<file path="src/pkg/eecc_pkg.sv">
package eecc_pkg;
    // Register byte offsets
    localparam logic [7:0]  EECC_CMD_OFS    = 8'hB0;
    localparam logic [7:0]  EECC_DATA_OFS   = 8'hB4;
    localparam logic [7:0]  EECC_STS_OFS    = 8'hB8;
    localparam logic [7:0]  EECC_MASK_OFS   = 8'hBC;
    localparam logic [7:0]  EECC_MACL_OFS   = 8'hC0;
    localparam logic [7:0]  EECC_MACH_OFS   = 8'hC4;
    // Command register fields
    localparam int          EECC_BUSY_BIT   = 31;
    localparam int          EECC_CMD_HI     = 30;
    localparam int          EECC_CMD_LO     = 28;
    localparam int          EECC_ADDR_W     = 8;
    localparam int          EECC_DATA_W     = 8;
    // Status and mask fields
    localparam int          EECC_STS_W      = 2;
    localparam int          EECC_STS_DONE   = 0;
    localparam int          EECC_STS_TMO    = 1;
    localparam logic [1:0]  EECC_STS_RST    = 2'h0;
    localparam logic [1:0]  EECC_MASK_RST   = 2'h0;
    // Automatic load of the station address
    localparam int          EECC_MAC_BYTES  = 6;
    // Serial frame: start bit, two opcode bits, address, data
    localparam int          EECC_FRM_W      = 19;
    localparam logic [4:0]  EECC_LEN_HDR    = 5'h0B;
    localparam logic [4:0]  EECC_LEN_DATA   = 5'h13;
    localparam logic [4:0]  EECC_LEN_RD     = 5'h08;

    typedef enum logic [2:0] {
        EECC_OP_READ   = 3'h0,
        EECC_OP_EWDS   = 3'h1,
        EECC_OP_EWEN   = 3'h2,
        EECC_OP_WRITE  = 3'h3,
        EECC_OP_WRAL   = 3'h4,
        EECC_OP_ERASE  = 3'h5,
        EECC_OP_ERAL   = 3'h6,
        EECC_OP_RELOAD = 3'h7
    } eecc_op_t;

    // Timing
    localparam longint      EECC_CLK_HZ     = 40000000;
    localparam longint      EECC_SK_HZ      = 1000000;
    localparam int          EECC_HALF_CYC   = int'(EECC_CLK_HZ / (2 * EECC_SK_HZ));
    localparam longint      EECC_TMO_US     = 30000;
    localparam int          EECC_TMO_CYC    = int'(EECC_TMO_US * EECC_CLK_HZ / 1000000);
endpackage : eecc_pkg

</file>
<file path="src/rtl/eecc_serial.sv">
`timescale 1ns/1ps
module eecc_serial
    import eecc_pkg::*;
#(
    parameter int TMO_CYC = EECC_TMO_CYC
) (
    // Clock and reset
    input  wire logic                   clk,
    input  wire logic                   sys_rst,
    // Request
    input  wire logic                   start,
    input  wire eecc_op_t               op,
    input  wire logic [EECC_ADDR_W-1:0] addr,
    input  wire logic [EECC_DATA_W-1:0] wdata,
    // Answer
    output logic                        done,
    output logic                        timed_out,
    output logic [EECC_DATA_W-1:0]      rdata,
    // Serial pins; din already synchronised
    output logic                        eecs,
    output logic                        eesk,
    output logic                        eedi,
    input  wire logic                   din
);
    typedef enum logic [4:0] {
        S_IDLE = 5'b00001,
        S_SEND = 5'b00010,
        S_RECV = 5'b00100,
        S_GAP  = 5'b01000,
        S_POLL = 5'b10000
    } eecc_ser_t;

    eecc_ser_t              st_r, st_nxt;
    logic [7:0]             div_r, div_nxt;
    logic                   sk_r, sk_nxt, cs_r, cs_nxt, done_r, done_nxt, to_r, to_nxt;
    logic [EECC_FRM_W-1:0]  sh_r, sh_nxt;
    logic [4:0]             cnt_r, cnt_nxt;
    logic [EECC_DATA_W-1:0] rd_r, rd_nxt;
    logic [31:0]            tmo_r, tmo_nxt;
    logic                   tick;

    function automatic logic [EECC_FRM_W-1:0] frame(eecc_op_t o, logic [7:0] a, logic [7:0] d);
        case (o)
            EECC_OP_WRITE: frame = {3'h5, a, d};
            EECC_OP_ERASE: frame = {3'h7, a, 8'h00};
            EECC_OP_EWEN:  frame = {3'h4, 8'hC0, 8'h00};
            EECC_OP_EWDS:  frame = {3'h4, 8'h00, 8'h00};
            EECC_OP_WRAL:  frame = {3'h4, 8'h40, d};
            EECC_OP_ERAL:  frame = {3'h4, 8'h80, 8'h00};
            default:       frame = {3'h6, a, 8'h00};
        endcase
    endfunction : frame

    function automatic logic polls(eecc_op_t o);
        polls = (o == EECC_OP_WRITE) || (o == EECC_OP_WRAL) || (o == EECC_OP_ERASE) || (o == EECC_OP_ERAL);
    endfunction : polls

    eecc_op_t op_r, op_nxt;

    // The bit divider is eight bits wide
    if (TMO_CYC < 2 || EECC_HALF_CYC < 1 || EECC_HALF_CYC > 256) begin : g_bad_timing
        $error("eecc_serial: timing parameters out of range");
    end

    assign tick = (div_r == 8'(EECC_HALF_CYC - 1));

    always_comb begin
        st_nxt   = st_r;
        div_nxt  = tick ? 8'h00 : div_r + 8'h01;
        sk_nxt   = sk_r;
        cs_nxt   = cs_r;
        sh_nxt   = sh_r;
        cnt_nxt  = cnt_r;
        rd_nxt   = rd_r;
        tmo_nxt  = tmo_r;
        op_nxt   = op_r;
        done_nxt = 1'b0;
        to_nxt   = 1'b0;
        case (st_r)
            S_IDLE: begin
                div_nxt = 8'h00;
                if (start) begin
                    sh_nxt  = frame(op, addr, wdata);
                    cnt_nxt = (op == EECC_OP_WRITE || op == EECC_OP_WRAL) ? EECC_LEN_DATA : EECC_LEN_HDR;
                    op_nxt  = op;
                    cs_nxt  = 1'b1;
                    st_nxt  = S_SEND;
                end
            end
            S_SEND: if (tick) begin
                sk_nxt = ~sk_r;
                if (sk_r) begin
                    sh_nxt  = {sh_r[EECC_FRM_W-2:0], 1'b0};
                    cnt_nxt = cnt_r - 5'h01;
                    if (cnt_r == 5'h01) begin
                        if (op_r == EECC_OP_READ || op_r == EECC_OP_RELOAD) begin
                            cnt_nxt = EECC_LEN_RD;
                            st_nxt  = S_RECV;
                        end else begin
                            cs_nxt   = 1'b0;
                            st_nxt   = polls(op_r) ? S_GAP : S_IDLE;
                            done_nxt = !polls(op_r);
                        end
                    end
                end
            end
            S_RECV: if (tick) begin
                sk_nxt = ~sk_r;
                if (sk_r) begin
                    rd_nxt  = {rd_r[EECC_DATA_W-2:0], din};
                    cnt_nxt = cnt_r - 5'h01;
                    if (cnt_r == 5'h01) begin
                        cs_nxt   = 1'b0;
                        done_nxt = 1'b1;
                        st_nxt   = S_IDLE;
                    end
                end
            end
            S_GAP: if (tick) begin
                cs_nxt  = 1'b1;
                tmo_nxt = 32'h0;
                st_nxt  = S_POLL;
            end
            S_POLL: begin
                tmo_nxt = tmo_r + 32'h1;
                // A missing part never raises ready; only the time-out ends the wait
                if (din || tmo_r == 32'(TMO_CYC - 1)) begin
                    cs_nxt   = 1'b0;
                    done_nxt = 1'b1;
                    to_nxt   = !din;
                    st_nxt   = S_IDLE;
                end
            end
            default: st_nxt = S_IDLE;
        endcase
    end

    always_ff @(posedge clk) begin
        if (sys_rst) begin
            st_r   <= S_IDLE;
            div_r  <= 8'h00;
            sk_r   <= 1'b0;
            cs_r   <= 1'b0;
            sh_r   <= '0;
            cnt_r  <= 5'h00;
            rd_r   <= '0;
            tmo_r  <= 32'h0;
            op_r   <= EECC_OP_READ;
            done_r <= 1'b0;
            to_r   <= 1'b0;
        end else begin
            st_r   <= st_nxt;
            div_r  <= div_nxt;
            sk_r   <= sk_nxt;
            cs_r   <= cs_nxt;
            sh_r   <= sh_nxt;
            cnt_r  <= cnt_nxt;
            rd_r   <= rd_nxt;
            tmo_r  <= tmo_nxt;
            op_r   <= op_nxt;
            done_r <= done_nxt;
            to_r   <= to_nxt;
        end
    end

    assign done      = done_r;
    assign timed_out = to_r;
    assign rdata     = rd_r;
    assign eecs      = cs_r;
    assign eesk      = sk_r;
    assign eedi      = sh_r[EECC_FRM_W-1];
endmodule : eecc_serial

</file>
<file path="src/rtl/eecc_top.sv">
// The APB register port was left to the implementer.
`timescale 1ns/1ps
// Summary of operation
// - Writing one to bit 31 starts the selected command at the given address.
// - Busy bit 31 stays set for the whole operation, cleared only when done.
// - For a read, busy clears only once the data register holds the word.
// - Write with no memory present stays busy until time-out, then clears.
// - Busy reads as set straight after reset, the address load being underway.
// - Busy clears after the automatic address load, successful or merely attempted.
module eecc_top
    import eecc_pkg::*;
#(
    parameter int TMO_CYC = EECC_TMO_CYC
) (
    // Clock and reset
    input  wire logic        clk,
    input  wire logic        sys_rst,
    // APB slave
    input  wire logic [7:0]  paddr,
    input  wire logic        psel,
    input  wire logic        penable,
    input  wire logic        pwrite,
    input  wire logic [31:0] pwdata,
    output logic      [31:0] prdata,
    output logic             pready,
    output logic             pslverr,
    // Interrupt and loaded station address
    output logic             irq,
    output logic      [47:0] mac_addr,
    // Serial memory pins
    output logic             eecs,
    output logic             eesk,
    output logic             eedi,
    input  wire logic        eedo
);
    typedef enum logic [2:0] {
        T_BOOT = 3'b001,
        T_IDLE = 3'b010,
        T_RUN  = 3'b100
    } eecc_top_t;

    eecc_top_t              st_r, st_nxt;
    logic                   busy_r, busy_nxt, start_r, start_nxt, irq_r, irq_nxt;
    eecc_op_t               cmd_r, cmd_nxt;
    logic [EECC_ADDR_W-1:0] addr_r, addr_nxt;
    logic [EECC_DATA_W-1:0] data_r, data_nxt;
    logic [EECC_STS_W-1:0]  sts_r, sts_nxt, mask_r, mask_nxt;
    logic [47:0]            mac_r, mac_nxt;
    logic [2:0]             idx_r, idx_nxt;
    logic [31:0]            prdata_r, prdata_nxt;
    logic                   pready_r, pready_nxt, pslverr_r, pslverr_nxt;
    logic [2:0]             sync_r;
    logic                   din_r, din_nxt;
    logic                   eng_done, eng_to;
    logic [EECC_DATA_W-1:0] eng_rdata;
    logic                   wr_acc, rd_acc, cmd_go;

    function automatic logic mapped(logic [7:0] a);
        mapped = (a == EECC_CMD_OFS) || (a == EECC_DATA_OFS) || (a == EECC_STS_OFS) ||
                 (a == EECC_MASK_OFS) || (a == EECC_MACL_OFS) || (a == EECC_MACH_OFS);
    endfunction : mapped

    // Writes act on the second access cycle, when pready is already high; reads are captured on the first, while pready is low
    assign wr_acc = psel && penable && pready_r && pwrite;
    assign rd_acc = psel && penable && !pready_r && !pwrite;
    assign cmd_go = wr_acc && paddr == EECC_CMD_OFS && pwdata[EECC_BUSY_BIT] && !busy_r;

    eecc_serial #(
        .TMO_CYC   (TMO_CYC)
    ) u_seq (
        .clk       (clk),
        .sys_rst   (sys_rst),
        .start     (start_r),
        .op        (st_r == T_BOOT ? EECC_OP_READ : cmd_r),
        .addr      (st_r == T_BOOT ? 8'(idx_r) : addr_r),
        .wdata     (data_r),
        .done      (eng_done),
        .timed_out (eng_to),
        .rdata     (eng_rdata),
        .eecs      (eecs),
        .eesk      (eesk),
        .eedi      (eedi),
        .din       (din_r)
    );

    // Data-out pin: three stages, a change counts once the last two agree
    assign din_nxt = (sync_r[1] == sync_r[2]) ? sync_r[2] : din_r;

    always_comb begin
        st_nxt      = st_r;
        busy_nxt    = busy_r;
        start_nxt   = 1'b0;
        cmd_nxt     = cmd_r;
        addr_nxt    = addr_r;
        data_nxt    = data_r;
        mac_nxt     = mac_r;
        idx_nxt     = idx_r;
        sts_nxt     = sts_r;
        mask_nxt    = mask_r;
        pready_nxt  = psel && penable && !pready_r;
        pslverr_nxt = psel && penable && !pready_r && !mapped(paddr);
        prdata_nxt  = 32'h0;
        if (rd_acc) begin
            case (paddr)
                EECC_CMD_OFS:  prdata_nxt = {busy_r, cmd_r, 20'h0, addr_r};
                EECC_DATA_OFS: prdata_nxt = {24'h0, data_r};
                EECC_STS_OFS:  prdata_nxt = {30'h0, sts_r};
                EECC_MASK_OFS: prdata_nxt = {30'h0, mask_r};
                EECC_MACL_OFS: prdata_nxt = mac_r[31:0];
                EECC_MACH_OFS: prdata_nxt = {16'h0, mac_r[47:32]};
                default:       prdata_nxt = 32'h0;
            endcase
        end
        // Writes to command and data are dropped while busy, so a running frame never changes under us
        if (wr_acc && !busy_r && paddr == EECC_DATA_OFS) data_nxt = pwdata[EECC_DATA_W-1:0];
        if (wr_acc && paddr == EECC_MASK_OFS) mask_nxt = pwdata[EECC_STS_W-1:0];
        if (wr_acc && paddr == EECC_STS_OFS) sts_nxt = sts_r & ~pwdata[EECC_STS_W-1:0];
        case (st_r)
            T_BOOT: begin
                if (eng_done) begin
                    mac_nxt[8*idx_r +: 8] = eng_rdata;
                    idx_nxt = idx_r + 3'h1;
                    if (idx_r == 3'(EECC_MAC_BYTES - 1)) begin
                        busy_nxt = 1'b0;
                        st_nxt   = T_IDLE;
                    end else begin
                        start_nxt = 1'b1;
                    end
                end
            end
            T_IDLE: begin
                if (cmd_go) begin
                    cmd_nxt  = eecc_op_t'(pwdata[EECC_CMD_HI:EECC_CMD_LO]);
                    addr_nxt = pwdata[EECC_ADDR_W-1:0];
                    busy_nxt = 1'b1;
                    start_nxt = 1'b1;
                    idx_nxt  = 3'h0;
                    st_nxt   = (pwdata[EECC_CMD_HI:EECC_CMD_LO] == EECC_OP_RELOAD) ? T_BOOT : T_RUN;
                end
            end
            T_RUN: begin
                // Busy holds until the serial engine reports the frame finished
                if (eng_done) begin
                    if (cmd_r == EECC_OP_READ) data_nxt = eng_rdata;
                    busy_nxt = 1'b0;
                    st_nxt   = T_IDLE;
                end
            end
            default: st_nxt = T_IDLE;
        endcase
        // Hardware set beats a same-cycle software clear
        if (eng_done && st_r == T_RUN) sts_nxt[EECC_STS_DONE] = 1'b1;
        if (eng_to && st_r == T_RUN) sts_nxt[EECC_STS_TMO] = 1'b1;
        irq_nxt = |(sts_r & mask_r);
    end

    always_ff @(posedge clk) begin
        if (sys_rst) begin
            st_r      <= T_BOOT;
            busy_r    <= 1'b1;
            start_r   <= 1'b1;
            cmd_r     <= EECC_OP_READ;
            addr_r    <= '0;
            data_r    <= '0;
            mac_r     <= 48'h0;
            idx_r     <= 3'h0;
            sts_r     <= EECC_STS_RST;
            mask_r    <= EECC_MASK_RST;
            irq_r     <= 1'b0;
            prdata_r  <= 32'h0;
            pready_r  <= 1'b0;
            pslverr_r <= 1'b0;
            sync_r    <= 3'h0;
            din_r     <= 1'b0;
        end else begin
            st_r      <= st_nxt;
            busy_r    <= busy_nxt;
            start_r   <= start_nxt;
            cmd_r     <= cmd_nxt;
            addr_r    <= addr_nxt;
            data_r    <= data_nxt;
            mac_r     <= mac_nxt;
            idx_r     <= idx_nxt;
            sts_r     <= sts_nxt;
            mask_r    <= mask_nxt;
            irq_r     <= irq_nxt;
            prdata_r  <= prdata_nxt;
            pready_r  <= pready_nxt;
            pslverr_r <= pslverr_nxt;
            sync_r    <= {sync_r[1:0], eedo};
            din_r     <= din_nxt;
        end
    end

    assign prdata   = prdata_r;
    assign pready   = pready_r;
    assign pslverr  = pslverr_r;
    assign irq      = irq_r;
    assign mac_addr = mac_r;
endmodule : eecc_top
</file>
<file path="config.mk">
export PLATFORM = sky130hd
export DESIGN_NAME = eecc_top
export DESIGN_NICKNAME = d
export VERILOG_FILES = /design/src/pkg/eecc_pkg.sv /design/src/rtl/eecc_serial.sv /design/src/rtl/eecc_top.sv
export SDC_FILE = /design/constraint.sdc
export NUM_CORES = 1
export LEC_CHECK = 0
export ABC_CLOCK_PERIOD_IN_PS = 2200
export BUFFER_PORTS_ARGS = -buffer_cell sky130_fd_sc_hd__buf_2
export CAP_MARGIN = 40
export CORE_MARGIN = 1
export CORE_UTILIZATION = 51
export CTS_CLUSTER_DIAMETER = 150
export CTS_CLUSTER_SIZE = 12
export DETAILED_ROUTE_END_ITERATION = 7
export PLACE_DENSITY_LB_ADDON = 0.08
export SLEW_MARGIN = 20
export SYNTH_ARGS = -nofsm -noshare
export SYNTH_HDL_FRONTEND = slang
export SYNTH_SLANG_ARGS = --single-unit
</file>
<file path="constraint.sdc">
create_clock -name clk -period 2.2 [get_ports clk]
set_clock_uncertainty 0.15 [all_clocks]
set_input_delay 0.44 -clock clk [delete_from_list [all_inputs] [get_ports clk]]
set_output_delay 0.44 -clock clk [all_outputs]
set_load 0.03 [all_outputs]
</file>
; ---- Word-level counts from Yosys, hierarchy flattened
; Cells that the tools add are included.
[totals]
regBits = 202
elab_cells = 224
out_inout_bits = 86
input_bits = 46
[op_classes]
n_eq_ne = 45
mux = 77
n_reduce_logical = 60
add_sub_neg = 5
shift = 2
n_bitwise = 7
[op_table]
columns = cell, n
row1 = $pmux W32 S6, 1
row2 = $pmux W18 S6, 1
row3 = $mux W5, 18
row4 = $pmux W32 S2, 1
row5 = $mux W19, 3
row6 = $bwmux W48, 1
row7 = $eq A8 B8 Y1 const B, 6
row8 = $shift A8 B34 Y48 const A, 1
row9 = $shiftx A8 B34 Y48, 1
row10 = $mux W8, 5
row11 = $pmux W19 S2, 1
row12 = $neg A6 Y34, 1
row13 = $add A32 B1 Y32 const B, 1
row14 = $eq A32 B21 Y1 const B, 1
row15 = $mux W32, 1
row16 = $eq A3 B3 Y1 const B, 10
row17 = $mux W1, 27
row18 = $pmux W5 S5, 1
row19 = $mux W3, 8
row20 = $ne A2 B1 Y1 const B, 11
row21 = $logic_and A1 B1 Y1, 15
row22 = $pmux W5 S3, 1
row23 = $eq A3 B2 Y1 const B, 4
row24 = $logic_or A1 B1 Y1, 11
row25 = 36 further kinds, 65

; ---- Depth between registers and ports, before layout
[logic_depth]
depth_word = 10
depth_mapped = 10
depth_no_buf = 8

; ---- Hierarchy
; From an unflattened synthesis, not the netlist that was laid out.
[unflattened]
cells_unflattened = 1052
area_unflattened_um2 = 9195.1
[by_module_without_submodules]
columns = module, seq_area_each_um2, area_per_inst_um2, instances, cells_each
row1 = eecc_top, 2362.3, 5061.1, 1, 555
row2 = eecc_serial, 1681.6, 4134.0, 1, 497

; ---- Worst setup path before layout
; OpenSTA, ideal clock, no wires.
[synth_timing]
path_kind = register -> register
startpoint = register idx_r[0]
endpoint = register mac_r[28], in the netlist mac_addr[28]
path_stages_with_launch = 10
setup_time_ps = 128
path_slack_ps = -158
period_less_slack_ps = 2358
t_arrival_ps = 2080
n_path_buf = 2
t_required_ps = 1922
cell_sequence = dfxtp_1 clkbuf_1 inv_1 ha_1 ha_1 nor2b_1 nand4b_1 clkbuf_1 mux2i_1 nor2_1
[synth_via]
elab_chain_len = 3
word_cells_on_any_way = 4
cone_classes = add/sub (1) / shift (2) / mux (1)
[synth_lines]
columns = item, line_no
row1 = start: declaration, eecc_top.sv:49  ; logic [2:0] idx_r, idx_nxt;
row2 = start signal: assignment, eecc_top.sv:183  ; idx_r <= idx_nxt;
row3 = $neg A6 Y34 *, eecc_top.sv:121  ; mac_nxt[8*idx_r +: 8] = eng_rdata;
row4 = $shiftx A8 B34 Y48 / $shift A8 B34 Y48 (equally long branches), eecc_top.sv:121
row5 = $bwmux W48 *, eecc_top.sv:121
row6 = end signal: assignment, eecc_top.sv:182  ; mac_r <= mac_nxt;
row7 = end: declaration, eecc_top.sv:48  ; logic [47:0] mac_r, mac_nxt;
; Every way passes the cells marked *; elsewhere a longest branch is shown, timed or not.
; A chain may end at the register's enable or synchronous reset.

; ---- Final worst setup path
[layout_timing]
startpoint = register u_seq.st_r[1]
endpoint = register u_seq.sh_r[5]
[layout_via]
elab_chain_len = 3
word_cells_on_any_way = 8
cone_classes = eq/ne (5) / mux (1) / reduce/logical (2)
[layout_lines]
columns = item, line_no
row1 = start: declaration, eecc_serial.sv:33  ; eecc_ser_t st_r, st_nxt;
row2 = start signal: assignment, eecc_serial.sv:152  ; st_r <= st_nxt;
row3 = $eq A5 B2 Y1 / $eq A5 B1 Y1 (equally long branches), eecc_serial.sv:79  ; case (st_r)
row4 = $ne A2 B1 Y1 (no line) (tied with other cells), n/a
row5 = $reduce_and A4 Y1 (no line), n/a
row6 = end signal: assignment, eecc_serial.sv:156  ; sh_r <= sh_nxt;
row7 = end: declaration, eecc_serial.sv:36  ; logic [EECC_FRM_W-1:0] sh_r, sh_nxt;
; Parallel ways exist; a longest one is shown, timed or not.

==> flow_metrics.tcl <==
set metrics [dict create \
    whs_path_depth 3 \
    setup_violations 0 \
    synth_ff_type "dfxtp_1" \
    rrSetupSlack_ns 0.08 \
    grt_pass1_vias 7486 \
    synthXorXnorAreaFrac 0.01874 \
    drt_iter0_drc 427 \
    root_buffer "clkbuf_16" \
    wl_per_cell_um 16.71 \
    hold_path_end "cmd_r[2]" \
    max_cap_viol_count 0 \
    ir_drop_mv 0.5701 \
    r2r_start "u_seq.st_r[1]" \
    die_x_um 134.0 \
    synth_top_area_frac 0.4553 \
    cts-buffers-inserted 20 \
    critical-path-top-delay-family "simple AND/OR/NAND/NOR gates" \
    cp.arrival_ns 2.37 \
    post-route-min-period_ns 2.121 \
    synth_top_family_by_area "simple AND/OR/NAND/NOR gates" \
    synth-edff-count 0 \
    switching_share 0.2595 \
    clk_pin_slew_ns 0.06 \
    layout.nets 1244 \
    crit_chain "or4b_4, nor3b_4, o21bai_4, buf_12, nor2_1, a311oi_1" \
    syn-num-nets 1089 \
    crit_path_end_kind "register" \
    clkLatencyLatePin_ns 0.49 \
    p_seq_frac 0.478 \
    synth-simple-area-share 0.2474 \
    synthAdderAreaFrac 0.01240 \
    io_buffers 111 \
    cp_max_fo 17 \
    muxShareOfSynthArea 0.06438 \
    combPwrFrac 0.161 \
    crit_slowest_cell "or4b_4" \
    ys_seq_area_frac 0.4553 \
    ant_nets 0 \
    p_switching_mw 2.166 \
    reg2reg_to "u_seq.sh_r[5]" \
    fmax_mhz 471.5 \
    synth_top_area_cell "dfxtp_1" \
    ioPinCount 132 \
    cts.sinks 202 \
    nFillCells 1498 \
    crit_required_ns 2.45 \
    area_growth_pct 22.42 \
    dieArea_mm2 0.01795 \
    fin_total_pwr_mw 8.346 \
    async_reset_ff_frac 0 \
    holdWs_ns 0.05794 \
    rsz0062_at_grt "yes" \
    vias 8122 \
    leakage_nw 4.329 \
    routed_wl_um 23570 \
    slew_headroom 0.6306 \
    h-tree-depth 1 \
    criticalPathCategory "register to register" \
    dpl_worst_slack_ns -0.09750 \
    drc 0 \
    hold_violations 0 \
    slew_viol_final 0 \
    cellPowerDensity_mw_per_mm2 767.7 \
    placementRows 47 \
    syn_area_per_cell_um2 8.581 \
    yosysUniqueCellTypes 74 \
    cts_tree "built" \
    grt_start_max_net_pins 69 \
    grt_pass1_wl_um 37860 \
    reg2reg_depth 6 \
    slowest_delay_ns 0.58 \
    hpwl_um 16850 \
    timing.final.crit_share 0.9641 \
    synth-compound-area-share 0.1586 \
    start_kind "register" \
    antenna_found_initial 0 \
    diodes 0 \
    vias_per_cell 5.760 \
    initial_core_util 0.5280 \
    grtUsageTotal 0.2596 \
    clockPowerShare 0.361 \
    core_area_mm2 0.01682 \
    synthCells 1035 \
    synth_area_leaders "dfxtp_1 (46%), nor2_1 (5.8%), mux2i_1 (5.3%), nand2_1 (4.4%), a21oi_1 (4.3%)" \
    dr.pass1.iters 4 \
    syn_area_mm2 0.008881 \
    worst_pin_slew_ns 0.5529 \
    synth.ff_latch_count 202 \
    fin_ws_ns 0.07903 \
    cts_max_path_buffers 3 \
    die_h_um 134.0 \
    gp_congestion 0.8704 \
    cp_num_buf_inv 1 \
    tns_ns 0 \
    yosysWarnings 0 \
    p_int_mw 6.180 \
    drive_gt1_frac 0.2345 \
    worstHoldPathType "primary input to register" \
    status "completed" \
    grt_overflow 0 \
    min-delay-start "pwdata[30]" \
]
-- worst register-to-register path, cell delays in order (launching register included) --
cell and delay [ns]:
dfxtp_4 0.37, or4b_4 0.58, nor3b_4 0.27, o21bai_4 0.19, buf_12 0.17, nor2_1 0.05
a311oi_1 0.25
-- cell type report --
cell class	count	area [µm²]	area share
multi-input combinational	738	4573	0.4206
tap	220	275.3	0.02532
clock buffer	22	539.3	0.04960
sequential	202	4055	0.3730
inverter	27	101.3	0.009322
timing repair buffer	201	1328	0.1221
-- worst max-delay path by stage --
stage / start / endpoint / cells past startpoint
2_1_floorplan: paddr[3] / prdata[24] / 7
3_3_place_gp: u_seq.st_r[0] / u_seq.st_r[1] / 5
3_5_place_dp: u_seq.st_r[0] / u_seq.sh_r[7] / 6
4_1_cts: u_seq.st_r[0] / u_seq.tmo_r[26] / 6
5_1_grt: u_seq.tmo_r[18] / u_seq.tmo_r[27] / 6
6_report: u_seq.st_r[1] / u_seq.sh_r[5] / 6
-- cell usage after synthesis (7+ instances only) --
| cell | n |
|---|---|
| nor3b_1 | 7 |
| buf_2 | 12 |
| o21ai_0 | 24 |
| ha_1 | 8 |
| nand4_1 | 15 |
| mux2i_1 | 47 |
| or3_1 | 16 |
| xnor2_1 | 13 |
| nand2_1 | 103 |
| nor2b_1 | 10 |
| inv_1 | 26 |
| clkbuf_1 | 50 |
| a31oi_1 | 7 |
| a21oi_1 | 77 |
| nor2_1 | 138 |
| a22oi_1 | 27 |
| dfxtp_1 | 202 |
| nor3_1 | 19 |
| a211oi_1 | 16 |
| o211ai_1 | 12 |
| and2_1 | 16 |
| and3_1 | 10 |
| nand3_1 | 50 |
| a311oi_1 | 11 |
| nor4_1 | 13 |
-- metrics by stage --
stage          instances  utilization  instance area [µm²]
2_1_floorplan       1035            -                 8910
3_3_place_gp        1382       0.6047                10170
3_5_place_dp        1382       0.6047                10170
4_1_cts             1406       0.6379                10730
5_1_grt             1410       0.6464                10870
6_report            1410       0.6464                10870
-- kinds of logic (layout without fill, tap and decap cells) --
kind of cell    after synthesis  in the layout
compound gates              214            214
simple gates                441            441
flops                       202            202
fa+ha+maj                     9              9
xor+xnor                     19             19
buf+inv                      95            250
mux                          55             55
-- state kept, by name, indices dropped and copies added, names as in the netlist, 2 cells and up --
name and flops:
u_seq.rdata 8, mac_addr 48, idx_r 3, cmd_r 3
u_seq.tmo_r 32, addr_r 8, data_r 8, sts_r 2
u_seq.cnt_r 5, sync_r 3, st_r 3, u_seq.sh_r 19
u_seq.op_r 3, mask_r 2, u_seq.st_r 5, u_seq.div_r 8
prdata 32
-- layer usage --
metal	wire length [µm]	up-vias	GRT usage
li1	-	4003	-
met5	0	-	0
met1	10370	3860	0.3367
met3	1123	46	0.03137
met2	11340	213	0.4404
met4	732	0	0.09975
-- repair_timing --
action,4_1_cts,5_1_grt
setup buffers,1,4
endpoints found under the hold margin,1,0
resized for setup,1,26
endpoints found under the setup margin,25,43
pin swaps,2,2
hold buffers,1,0
-- power groups by stage --
stage               combinational (mW)  sequential [mW]  clock, mW
finish                            1.34             3.99       3.01
global placement                  1.22             4.04          0
global route                      1.47             4.01       3.23
floorplan                        0.840             4.02          0
detailed placement                1.24             4.04          0
CTS                               1.24             3.96       3.10
-- cells in the final DEF, fill, tap and decap left out, drive strengths merged, types with 6 or more instances in the layout --
cell    netlist  layout
nor2b        10      10
a211oi       16      16
nand4        16      16
a21oi        77      77
nor3         22      22
a31oi         7       7
or4           7       7
xnor2        13      13
o21ai        24      24
nand3        50      50
and2         17      17
a311oi       11      11
xor2          6       6
mux2          7       7
nor3b         8       8
nor4         15      15
dfxtp       202     202
nand2       103     103
o211ai       12      12
clkbuf       50      22
a22oi        27      27
and3         10      10
inv          26      26
mux2i        47      47
or3          16      16
ha            8       8
nor2        141     141
buf          18     200
Power figures use the tool's default switching activity.
